[src/rtl/pscfg_consts.vh]
/*
 * constants for the port strap configuration and interrupt block:
 * register offsets, field positions and reset values.
 * assumes a 40 MHz system clock and a byte-addressed Avalon-MM slave.
 */
`ifndef PSCFG_CONSTS_VH
`define PSCFG_CONSTS_VH

// ----------------------------------------
// register byte addresses
// ----------------------------------------
`define PSCFG_ADDR_W 8
`define PSCFG_OFS_STRAP 8'h00
`define PSCFG_OFS_CFG 8'h04
`define PSCFG_OFS_ANRES 8'h08
`define PSCFG_OFS_IRQ_STAT 8'hBB
`define PSCFG_OFS_IRQ_MASK 8'hBC
`define PSCFG_IDX_IRQ_STAT 8'hBB
`define PSCFG_IDX_IRQ_MASK 8'hBC

// ----------------------------------------
// strap vector bit positions
// ----------------------------------------
`define PSCFG_S_PORT1_DUPLEX_STRAP 0
`define PSCFG_S_P2AN 1
`define PSCFG_S_PORT2_SPEED_STRAP 2
`define PSCFG_S_PORT2_DUPLEX_STRAP 3
`define PSCFG_S_P2FC 4
`define PSCFG_S_P1FC 5
`define PSCFG_S_P1AN 6
`define PSCFG_S_PORT1_SPEED_STRAP 7
`define PSCFG_NSTRAP 8

// ----------------------------------------
// resolved config per port (4 bits each)
// ----------------------------------------
`define PSCFG_C_AN 0
`define PSCFG_C_SPD 1
`define PSCFG_C_DPX 2
`define PSCFG_C_FC 3

// ----------------------------------------
// reset values
// ----------------------------------------
`define PSCFG_MASK_RST 2'h0
`define PSCFG_STAT_RST 2'h0

`endif

[src/rtl/pscfg_top.v]
/*
 * strap-in configuration for switch ports 1 and 2, plus the active-low
 * host interrupt raised on link loss.
 * assumes strap pins are held stable by board resistors during reset,
 * one 40 MHz clock, and an Avalon-MM master for the register access.
 */
// Implementation choices: the placing of the registers and the Avalon-MM interface to the registers.
`timescale 1ns/10ps
`include "pscfg_consts.vh"

module pscfg_top
(
  input wire clk,
  input wire nrst,
  input wire ce,
  // strap pins, raw from the pads
  input wire port3_rx_valid_in,
  input wire port3_rx_bit3_in,
  input wire port3_rx_bit2_in,
  input wire port3_rx_bit1_in,
  input wire port3_rx_bit0_in,
  input wire serial_data_in_pin,
  input wire port1_led_a_in,
  input wire port1_led_b_in,
  // functional values the core wants on the shared pins
  input wire [7:0] func_pin_out,
  output reg [7:0] pin_out,
  output reg [7:0] pin_oe,
  // autoneg outcome per port, from the phy logic (same clock)
  input wire [1:0] an_done,
  input wire [1:0] an_ok,
  input wire [1:0] an_speed100,
  input wire [1:0] an_full,
  input wire [1:0] an_pause,
  input wire [1:0] link_up,
  // resolved per-port configuration
  output reg [1:0] cfg_an_en,
  output reg [1:0] cfg_speed100,
  output reg [1:0] cfg_full,
  output reg [1:0] cfg_fc_en,
  output wire cfg_valid,
  // avalon-mm slave
  input wire [`PSCFG_ADDR_W-1:0] avs_address,
  input wire avs_read,
  input wire avs_write,
  input wire [31:0] avs_writedata,
  output reg [31:0] avs_readdata,
  output wire avs_waitrequest,
  output wire host_irq_n
);

  // ----------------------------------------
  // strap sampling
  // ----------------------------------------
  wire [`PSCFG_NSTRAP-1:0] pad_raw;
  reg [`PSCFG_NSTRAP-1:0] sync1_r;
  reg [`PSCFG_NSTRAP-1:0] sync2_r;
  reg [`PSCFG_NSTRAP-1:0] strap_r;
  reg [1:0] rst_sync_r;
  reg latched_r;

  assign pad_raw = {port1_led_b_in, port1_led_a_in, serial_data_in_pin,
                    port3_rx_bit0_in, port3_rx_bit1_in, port3_rx_bit2_in,
                    port3_rx_bit3_in, port3_rx_valid_in};

  // the synchroniser runs through reset so the pad level is known at release
  always @(posedge clk)
  begin
    if (ce)
    begin
      sync1_r <= pad_raw;
      sync2_r <= sync1_r;
    end
  end

  // release edge: rst_sync_r fills with ones two edges after nrst rises
  always @(posedge clk or negedge nrst)
  begin
    if (!nrst)
      rst_sync_r <= 2'h0;
    else if (ce)
      rst_sync_r <= {rst_sync_r[0], 1'b1};
  end

  // capture once at release; pins stay undriven until then
  always @(posedge clk or negedge nrst)
  begin
    if (!nrst)
    begin
      strap_r <= 8'h00;
      latched_r <= 1'b0;
    end
    else if (ce && rst_sync_r[1] && !latched_r)
    begin
      strap_r <= sync2_r;
      latched_r <= 1'b1;
    end
  end

  assign cfg_valid = latched_r;

  // output enables held low until straps are captured, so pulls are not fought
  always @(posedge clk or negedge nrst)
  begin
    if (!nrst)
    begin
      pin_out <= 8'h00;
      pin_oe <= 8'h00;
    end
    else if (ce)
    begin
      pin_out <= func_pin_out;
      pin_oe <= {8{latched_r}};
    end
  end

  // ----------------------------------------
  // per-port resolution
  // ----------------------------------------
  wire [1:0] s_an;
  wire [1:0] s_spd;
  wire [1:0] s_dpx;
  wire [1:0] s_fc;

  assign s_an = {strap_r[`PSCFG_S_P2AN], strap_r[`PSCFG_S_P1AN]};
  assign s_spd = {strap_r[`PSCFG_S_PORT2_SPEED_STRAP], strap_r[`PSCFG_S_PORT1_SPEED_STRAP]};
  assign s_dpx = {strap_r[`PSCFG_S_PORT2_DUPLEX_STRAP], strap_r[`PSCFG_S_PORT1_DUPLEX_STRAP]};
  assign s_fc = {strap_r[`PSCFG_S_P2FC], strap_r[`PSCFG_S_P1FC]};

  genvar g;
  generate
    for (g = 0; g < 2; g = g + 1)
    begin : g_port
      wire neg_ok;
      wire spd_nxt;
      wire full_nxt;
      wire fc_nxt;
      assign neg_ok = s_an[g] & an_done[g] & an_ok[g];
      // forced speed when autoneg off; negotiated speed when negotiation succeeded, else speed100 low
      assign spd_nxt = s_an[g] ? (neg_ok ? an_speed100[g] : 1'b0)
                               : s_spd[g];
      // failed or disabled negotiation falls to the duplex strap
      assign full_nxt = neg_ok ? an_full[g] : s_dpx[g];
      // forced on by strap, else whatever negotiation agreed
      assign fc_nxt = s_fc[g] | (neg_ok & an_pause[g]);

      always @(posedge clk or negedge nrst)
      begin
        if (!nrst)
        begin
          cfg_an_en[g] <= 1'b0;
          cfg_speed100[g] <= 1'b0;
          cfg_full[g] <= 1'b0;
          cfg_fc_en[g] <= 1'b0;
        end
        else if (ce && latched_r)
        begin
          cfg_an_en[g] <= s_an[g];
          cfg_speed100[g] <= spd_nxt;
          cfg_full[g] <= full_nxt;
          cfg_fc_en[g] <= fc_nxt;
        end
      end
    end
  endgenerate

  // ----------------------------------------
  // link-loss interrupt
  // ----------------------------------------
  reg [1:0] link_d_r;
  reg [1:0] stat_r;
  reg [1:0] mask_r;
  wire [1:0] link_lost;
  wire acc;
  wire wr_stat;
  wire wr_mask;

  // only a fall seen after a valid config counts, so start-up is quiet
  assign link_lost = link_d_r & ~link_up & {2{latched_r}};
  assign acc = avs_read | avs_write;
  assign wr_stat = avs_write && (avs_address == `PSCFG_OFS_IRQ_STAT);
  assign wr_mask = avs_write && (avs_address == `PSCFG_OFS_IRQ_MASK);

  always @(posedge clk or negedge nrst)
  begin
    if (!nrst)
    begin
      link_d_r <= 2'h0;
      stat_r <= `PSCFG_STAT_RST;
      mask_r <= `PSCFG_MASK_RST;
    end
    else if (ce)
    begin
      link_d_r <= link_up;
      // a new event beats a write-one-to-clear in the same cycle
      stat_r <= (stat_r & ~(wr_stat ? avs_writedata[1:0] : 2'h0)) | link_lost;
      if (wr_mask)
        mask_r <= avs_writedata[1:0];
    end
  end

  // mask bit one enables that port's interrupt
  assign host_irq_n = ~|(stat_r & mask_r);

  // ----------------------------------------
  // avalon-mm slave
  // ----------------------------------------
  // one wait cycle per access; readdata is a flop, ready on the release edge
  reg ack_r;

  assign avs_waitrequest = acc & ~ack_r;

  always @(posedge clk or negedge nrst)
  begin
    if (!nrst)
    begin
      ack_r <= 1'b0;
      avs_readdata <= 32'h00000000;
    end
    else if (ce)
    begin
      ack_r <= acc & ~ack_r;
      if (avs_read && !ack_r)
      begin
        case (avs_address)
          `PSCFG_OFS_STRAP: avs_readdata <= {23'h000000, latched_r, strap_r};
          `PSCFG_OFS_CFG: avs_readdata <= {24'h000000, cfg_fc_en, cfg_full,
                                           cfg_speed100, cfg_an_en};
          `PSCFG_OFS_ANRES: avs_readdata <= {22'h000000, link_up, an_ok,
                                             an_done, an_full, an_pause};
          `PSCFG_OFS_IRQ_STAT: avs_readdata <= {30'h00000000, stat_r};
          `PSCFG_OFS_IRQ_MASK: avs_readdata <= {30'h00000000, mask_r};
          default: avs_readdata <= 32'h00000000;
        endcase
      end
    end
  end

endmodule

[config.mk]
export PLATFORM = sky130hd
export DESIGN_NAME = pscfg_top
export DESIGN_NICKNAME = d
export VERILOG_FILES = /design/src/rtl/pscfg_top.v
export VERILOG_INCLUDE_DIRS = /design/src /design/src/rtl
export SDC_FILE = /design/constraint.sdc
export NUM_CORES = 1
export LEC_CHECK = 0
export BUFFER_PORTS_ARGS = -buffer_cell sky130_fd_sc_hd__clkbuf_2
export CAP_MARGIN = 40
export CORE_MARGIN = 2
export CORE_UTILIZATION = 29
export DETAILED_ROUTE_END_ITERATION = 6
export GPL_TIMING_DRIVEN = 0
export PLACE_DENSITY = 0.51
export SLEW_MARGIN = 5
export SYNTH_ARGS = -nofsm -noshare
export SYNTH_HDL_FRONTEND = slang
export SYNTH_SLANG_ARGS = --single-unit
[constraint.sdc]
create_clock -name clk -period 1.4 [get_ports clk]
set_clock_uncertainty 0.05 [all_clocks]
set_input_delay 0.21 -clock clk [delete_from_list [all_inputs] [get_ports clk]]
set_output_delay 0.21 -clock clk [all_outputs]
set_load 0.02 [all_outputs]
==> flow_metrics.tcl, run 1 <==
set metrics [dict create \
    place_inst 458 \
    clock_latency_ps 330 \
    synth_cells 229 \
    start_util_pct 29.8 \
    routabilityCongestion 0.759 \
    seqPwrFrac_pct 45.0 \
    cts_buffers 9 \
    row_count 35 \
    setup_viol 0 \
    viasPerCell 4.12 \
    power.internal_w 0.00343 \
    synth_seq_cells 61 \
    p_sw_w 0.00137 \
    core_um2 9240 \
    async_reset_ff_share_pct 73.8 \
    arrival_ps 1120 \
    relSlewSlack_pct 61.9 \
    first_iter_violations 67 \
    wl_per_cell_um 12.4 \
    layout_setup_ws_ps 20.8 \
    drive_gt1_share_pct 45.9 \
    syn_area_um2 2760 \
    cp-start-kind "flip-flop" \
    dp_hpwl_um 4710 \
    timing.final.crit_period_ps 1380 \
    worstMarginPinSlew_ps 571 \
    pre_cts_ws_ps -424 \
    antenna_found_initial 0 \
    wl_um 6020 \
    cts_sinks 61 \
    dieArea_um2 10300 \
    clockBufferDepth 2 \
    filler_cell_count 933 \
    status "finished, final reports clean" \
    grt_first_pass_wirelength_um 9540 \
    synth-seq-area-share_pct 58.3 \
    remaining_drc_errors 0 \
    hold_viol_final 0 \
    nets 425 \
    cts_tree "built" \
    diodes 0 \
    area_delta_synth_final_pct 37.1 \
    first_global_vias 1974 \
    utilization_pct 40.9 \
    fin_crit_sh_pct 98.5 \
    total_leakage_power_nw 1.79 \
    crit_chain "a22oi_2 -> clkbuf_8" \
    synth_edf_count 16 \
    power-per-cell-area_nw_per_um2 1270 \
    max_freq_ghz 0.725 \
    synth-main-ff-cell "dfrtp_1" \
    chipWidth_um 101 \
    synthDistinctLibCells 33 \
    synth.avg_cell_area_um2 12.0 \
    slowest_stage "dfrtp_1" \
    setup_tns_ps 0 \
    rsz0062_at_grt "yes" \
    grt_max_degree 25 \
    swShare_pct 28.6 \
    drt_pass1_iterations 4 \
    root_buffer "clkbuf_8" \
    power_frac_clock_pct 36.4 \
    crit_path_max_fanout 2 \
    cp_data_required_time_ps 1140 \
    share_comb_of_total_power_pct 18.5 \
    stdcell_count 486 \
    numPortBuffers 78 \
    num_vias 2004 \
    yosysWarnings 0 \
    whs_ps 55.5 \
    gr-usage-all-layers_pct 12.3 \
    clk_pin_slew_ps 80 \
    ir_drop_mv 0.664 \
    maxCapViolations 0 \
    critPathKind "reg2out" \
    grt-ovfl-total 0 \
    endpoint_kind "output port" \
    slowest_delay_ps 390 \
    final_antenna_net_count 0 \
    ioPinCount 132 \
    die_h_um 101 \
    hold_class "in2reg" \
    drv_slew 0 \
    htreeDepth 3 \
]
-- worst max-delay path: cells and delay by family, from the launching register on --
family,cells,cell delay (ps)
AO/OA/AOI/OAI,1,220
flip-flops,1,390
buffers and inverters,1,180
-- per-layer routing --
layer / up-vias / track usage [%] / wire length (µm)
met5: - / 0 / 0
met4: 0 / 7.07 / 141
met3: 15 / 3.11 / 310
met2: 68 / 20.2 / 2950
met1: 925 / 14.5 / 2610
li1: 996 / - / -
-- placed cells by master, fill, tap and decap left out, drive strengths merged, types with 6 or more instances in the layout --
cell type,count
mux2i,11
dlygate4sd3,9
edfxtp,16
dfrtp,45
conb,22
nor2,16
a21oi,14
mux2,24
o21ai,15
nand2,18
buf,43
nand3,6
clkbuf,85
-- cell usage after synthesis (4+ instances only) --
cell type | n | area share (%)
nand2_1 | 17 | 2.3
a21oi_1 | 14 | 2.5
edfxtp_1 | 16 | 17
buf_2 | 4 | 0.73
dfrtp_1 | 45 | 41
mux2i_1 | 11 | 4.0
o21ai_0 | 15 | 2.7
mux2_2 | 22 | 9.0
nand3_1 | 5 | 0.91
nor2_1 | 16 | 2.2
buf_4 | 31 | 8.4
-- path summary, 6_finish.rpt --
check | end | slack (ps) | cells after the start | start
hold reg to reg | sync2_r[4]$_DFFE_PP_ | 370 | 0 | sync1_r[4]$_DFFE_PP_
hold / removal | mask_r[1]$_DFFE_PN0P_ | 60 | 2 | avs_writedata[1]
min in group asynchronous | ack_r$_DFFE_PN0P_ | 350 | 2 | nrst
setup reg to reg | avs_readdata[0]$_DFFE_PN0P_ | 160 | 4 | ack_r$_DFFE_PN0P_
max in group asynchronous | rst_sync_r[0]$_DFFE_PN0P_ | 420 | 3 | nrst
setup / recovery | host_irq_n | 20 | 2 | stat_r[1]$_DFFE_PN0P_
-- power by group through the flow --
stage          clock [W]  sequential, W  combinational, W
6_report         0.00175        0.00216          0.000890
5_1_grt          0.00187        0.00219          0.000977
4_1_cts          0.00181        0.00217          0.000896
3_5_place_dp           0        0.00220          0.000869
3_3_place_gp           0        0.00219          0.000850
2_1_floorplan          0        0.00229          0.000439
-- repair_timing --
item | CTS | global route
hold buffers | 9 | 0
pin swaps | 0 | 0
gates resized for setup | 6 | 7
endpoints found under the hold margin | 29 | 0
endpoints found under the setup margin | 17 | 17
setup buffers | 2 | 1
-- cell families after synthesis --
group / Yosys count / synth area share, %
buffers and inverters: 39 / 9.72
DFF: 61 / 58.3
muxes: 35 / 13.8
other: 1 / 0.136
and+or+nand+nor: 56 / 10.4
AOI/OAI and AO/OA: 37 / 7.68
-- sequential cells by signal, indices dropped and copies added (netlist names) --
signal        count
cfg_speed100      2
rst_sync_r        2
avs_readdata     10
mask_r            2
cfg_an_en         2
sync2_r           8
stat_r            2
strap_r           8
pin_oe            1
cfg_fc_en         2
cfg_valid         1
ack_r             1
link_d_r          2
cfg_full          2
pin_out           8
sync1_r           8
-- through the flow --
stage	area, µm²	total power (W)
CTS	3750	0.00487
global route	3780	0.00504
floorplan	2830	0.00273
global placement	3390	0.00305
finish	3780	0.00480
detailed placement	3410	0.00307
-- cell type report --
cell class | count | area [µm²] | share of cell area, %
clock inverter | 7 | 100 | 2.65
sequential | 61 | 1610 | 42.6
buffer | 37 | 265 | 7.02
inverter | 2 | 7.51 | 0.199
tap | 129 | 161 | 4.27
clock buffer | 9 | 124 | 3.28
multi-input combinational | 150 | 967 | 25.6
timing repair buffer | 91 | 544 | 14.4
Power figures use the tool's default switching activity.
==> run 2: changes to the inputs <==
--- a/config.mk
+++ b/config.mk
@@ -14,3 +14,3 @@
 export GPL_TIMING_DRIVEN = 0
-export PLACE_DENSITY = 0.51
+export PLACE_DENSITY = 0.57
 export SLEW_MARGIN = 5
--- a/constraint.sdc
+++ b/constraint.sdc
@@ -4,2 +4,2 @@
 set_output_delay 0.21 -clock clk [all_outputs]
-set_load 0.02 [all_outputs]
+set_load 0.01 [all_outputs]
==> run 2 against run 1 <==
Net effect:
- total power shrank 7.0%
- non-clock buffer count is 1 lower
- first-iteration DRC count fell by 18%
- core utilization decreased by 0.60 points
- sequential power hardly changed
- wire length decreased by 2.6%
- hold slack gained 5.5 ps
- fmax is 3.5% higher
- design area down 1.5%
- die area stayed put
- critical path type unchanged
- largest cell class unchanged
- largest power group unchanged
- highest routed layer unchanged
==> flow_metrics.tcl, run 2 (synthesized netlist as in run 1, its figures left out) <==
set metrics [dict create \
    clk_pin_slew_ps 70 \
    dp_hpwl_um 4630 \
    setup_tns_ps 0 \
    cp-start-kind "flip-flop" \
    ff2ff_path_depth 4 \
    whs_ps 61.0 \
    swShare_pct 27.6 \
    ir_drop_mv 0.668 \
    area_delta_synth_final_pct 35.1 \
    die_h_um 101 \
    start_util_pct 29.8 \
    grt_max_degree 25 \
    ioPinCount 132 \
    nets 424 \
    layout_setup_ws_ps 67.0 \
    dieArea_um2 10300 \
    cts_tree "built" \
    clockBufferDepth 2 \
    crit_path_max_fanout 3 \
    rsz0062_at_grt "no" \
    seqPwrFrac_pct 48.5 \
    chipWidth_um 101 \
    crit_chain "a22oi_2 -> buf_2" \
    arrival_ps 1070 \
    worstMarginPinSlew_ps 588 \
    cts_sinks 61 \
    antenna_found_initial 0 \
    layout_commonest_cell "clkbuf_2" \
    timing.final.crit_period_ps 1330 \
    p_sw_w 0.00123 \
    row_count 35 \
    critPathKind "reg2out" \
    largest_register_ffs 10 \
    critPathTopFamily "flip-flops" \
    hold_viol_final 0 \
    fin_area_um2 3720 \
    final_antenna_net_count 0 \
    fin_crit_sh_pct 95.2 \
    max_freq_ghz 0.750 \
    root_buffer "clkbuf_8" \
    slowest_delay_ps 400 \
    htreeDepth 3 \
    first_iter_violations 55 \
    final_cell_mix "77 x clkbuf_2, 44 x dfrtp_1, 34 x buf_4" \
    num_vias 1983 \
    path_depth 2 \
    drive_gt1_share_pct 45.8 \
    setup_viol 0 \
    wl_um 5860 \
    grt-ovfl-total 0 \
    power_frac_clock_pct 34.5 \
    min_path_cells 2 \
    pre_cts_ws_ps -402 \
    gr-usage-all-layers_pct 12.1 \
    core_um2 9240 \
    endpoint_kind "output port" \
    first_global_vias 1989 \
    total_leakage_power_nw 1.77 \
    drt_pass1_iterations 4 \
    post_dp_cell_area_um2 3410 \
    cts_buffers 9 \
    wl_per_cell_um 12.1 \
    power-per-cell-area_nw_per_um2 1200 \
    grt_first_pass_wirelength_um 9450 \
    share_comb_of_total_power_pct 16.9 \
    numPortBuffers 78 \
    slowest_stage "dfrtp_1" \
    drv_slew 0 \
    diodes 0 \
    hold_class "in2reg" \
    critPathBufInv 1 \
    clock_latency_ps 330 \
    total_power_w 0.00447 \
    remaining_drc_errors 0 \
    viasPerCell 4.09 \
    relSlewSlack_pct 60.8 \
    routabilityCongestion 0.803 \
    status "finished, final reports clean" \
    top_register "avs_readdata" \
    power.internal_w 0.00324 \
    cp_data_required_time_ps 1140 \
    maxCapViolations 0 \
]
==> run 2: area by class of cell <==
type                       count  area, µm²
fill                         901       5520
sequential                    61       1610
multi-input combinational    150        967
timing repair buffer          90        518
buffer                        37        262
tap                          129        161
clock buffer                   9        124
clock inverter                 7       75.1
inverter                       2       7.51
==> run 2: path summary, 6_finish.rpt <==
path / startpoint / slack (ps) / to
worst max register to register: cfg_valid$_DFFE_PN0P_ / 140 / cfg_speed100[1]$_DFFE_PN0P_
worst min-delay path: avs_writedata[0] / 60 / mask_r[0]$_DFFE_PN0P_
worst max-delay path: stat_r[1]$_DFFE_PN0P_ / 70 / host_irq_n
max in group asynchronous: nrst / 390 / pin_oe[0]$_DFFE_PN0P_
worst min register to register: sync1_r[6]$_DFFE_PP_ / 370 / sync2_r[6]$_DFFE_PP_
min in group asynchronous: nrst / 370 / avs_readdata[2]$_DFFE_PN0P_
==> run 2: repair_timing <==
item / 4_1_cts / 5_1_grt
hold buffers: 9 / 0
endpoints found under the setup margin: 9 / 20
buffers inserted: 0 / 2
endpoints found under the hold margin: 29 / 0
resized for setup: 3 / 4
==> run 2: layer usage <==
layer	share of wire [%]	wire length [µm]	track usage (%)	up-vias
met5	0	0	0	-
met4	1.8	103	5.41	0
met3	5.4	316	3.45	10
met2	53	3080	22.0	67
met1	40	2360	13.0	913
li1	-	-	-	993
==> run 2: per-stage QoR <==
step / util [%] / std cells
detailed placement: 36.9 / 458
global placement: 36.6 / 457
global route: 40.3 / 485
finish: 40.3 / 485
CTS: 40.1 / 483
floorplan: - / 250
==> run 2: power groups by stage <==
stage          Combinational (W)  Sequential [W]  Clock [W]
4_1_cts                 0.000767         0.00217    0.00160
2_1_floorplan           0.000394         0.00221          0
6_report                0.000756         0.00217    0.00154
5_1_grt                 0.000848         0.00219    0.00170
3_5_place_dp            0.000745         0.00221          0
3_3_place_gp            0.000724         0.00220          0
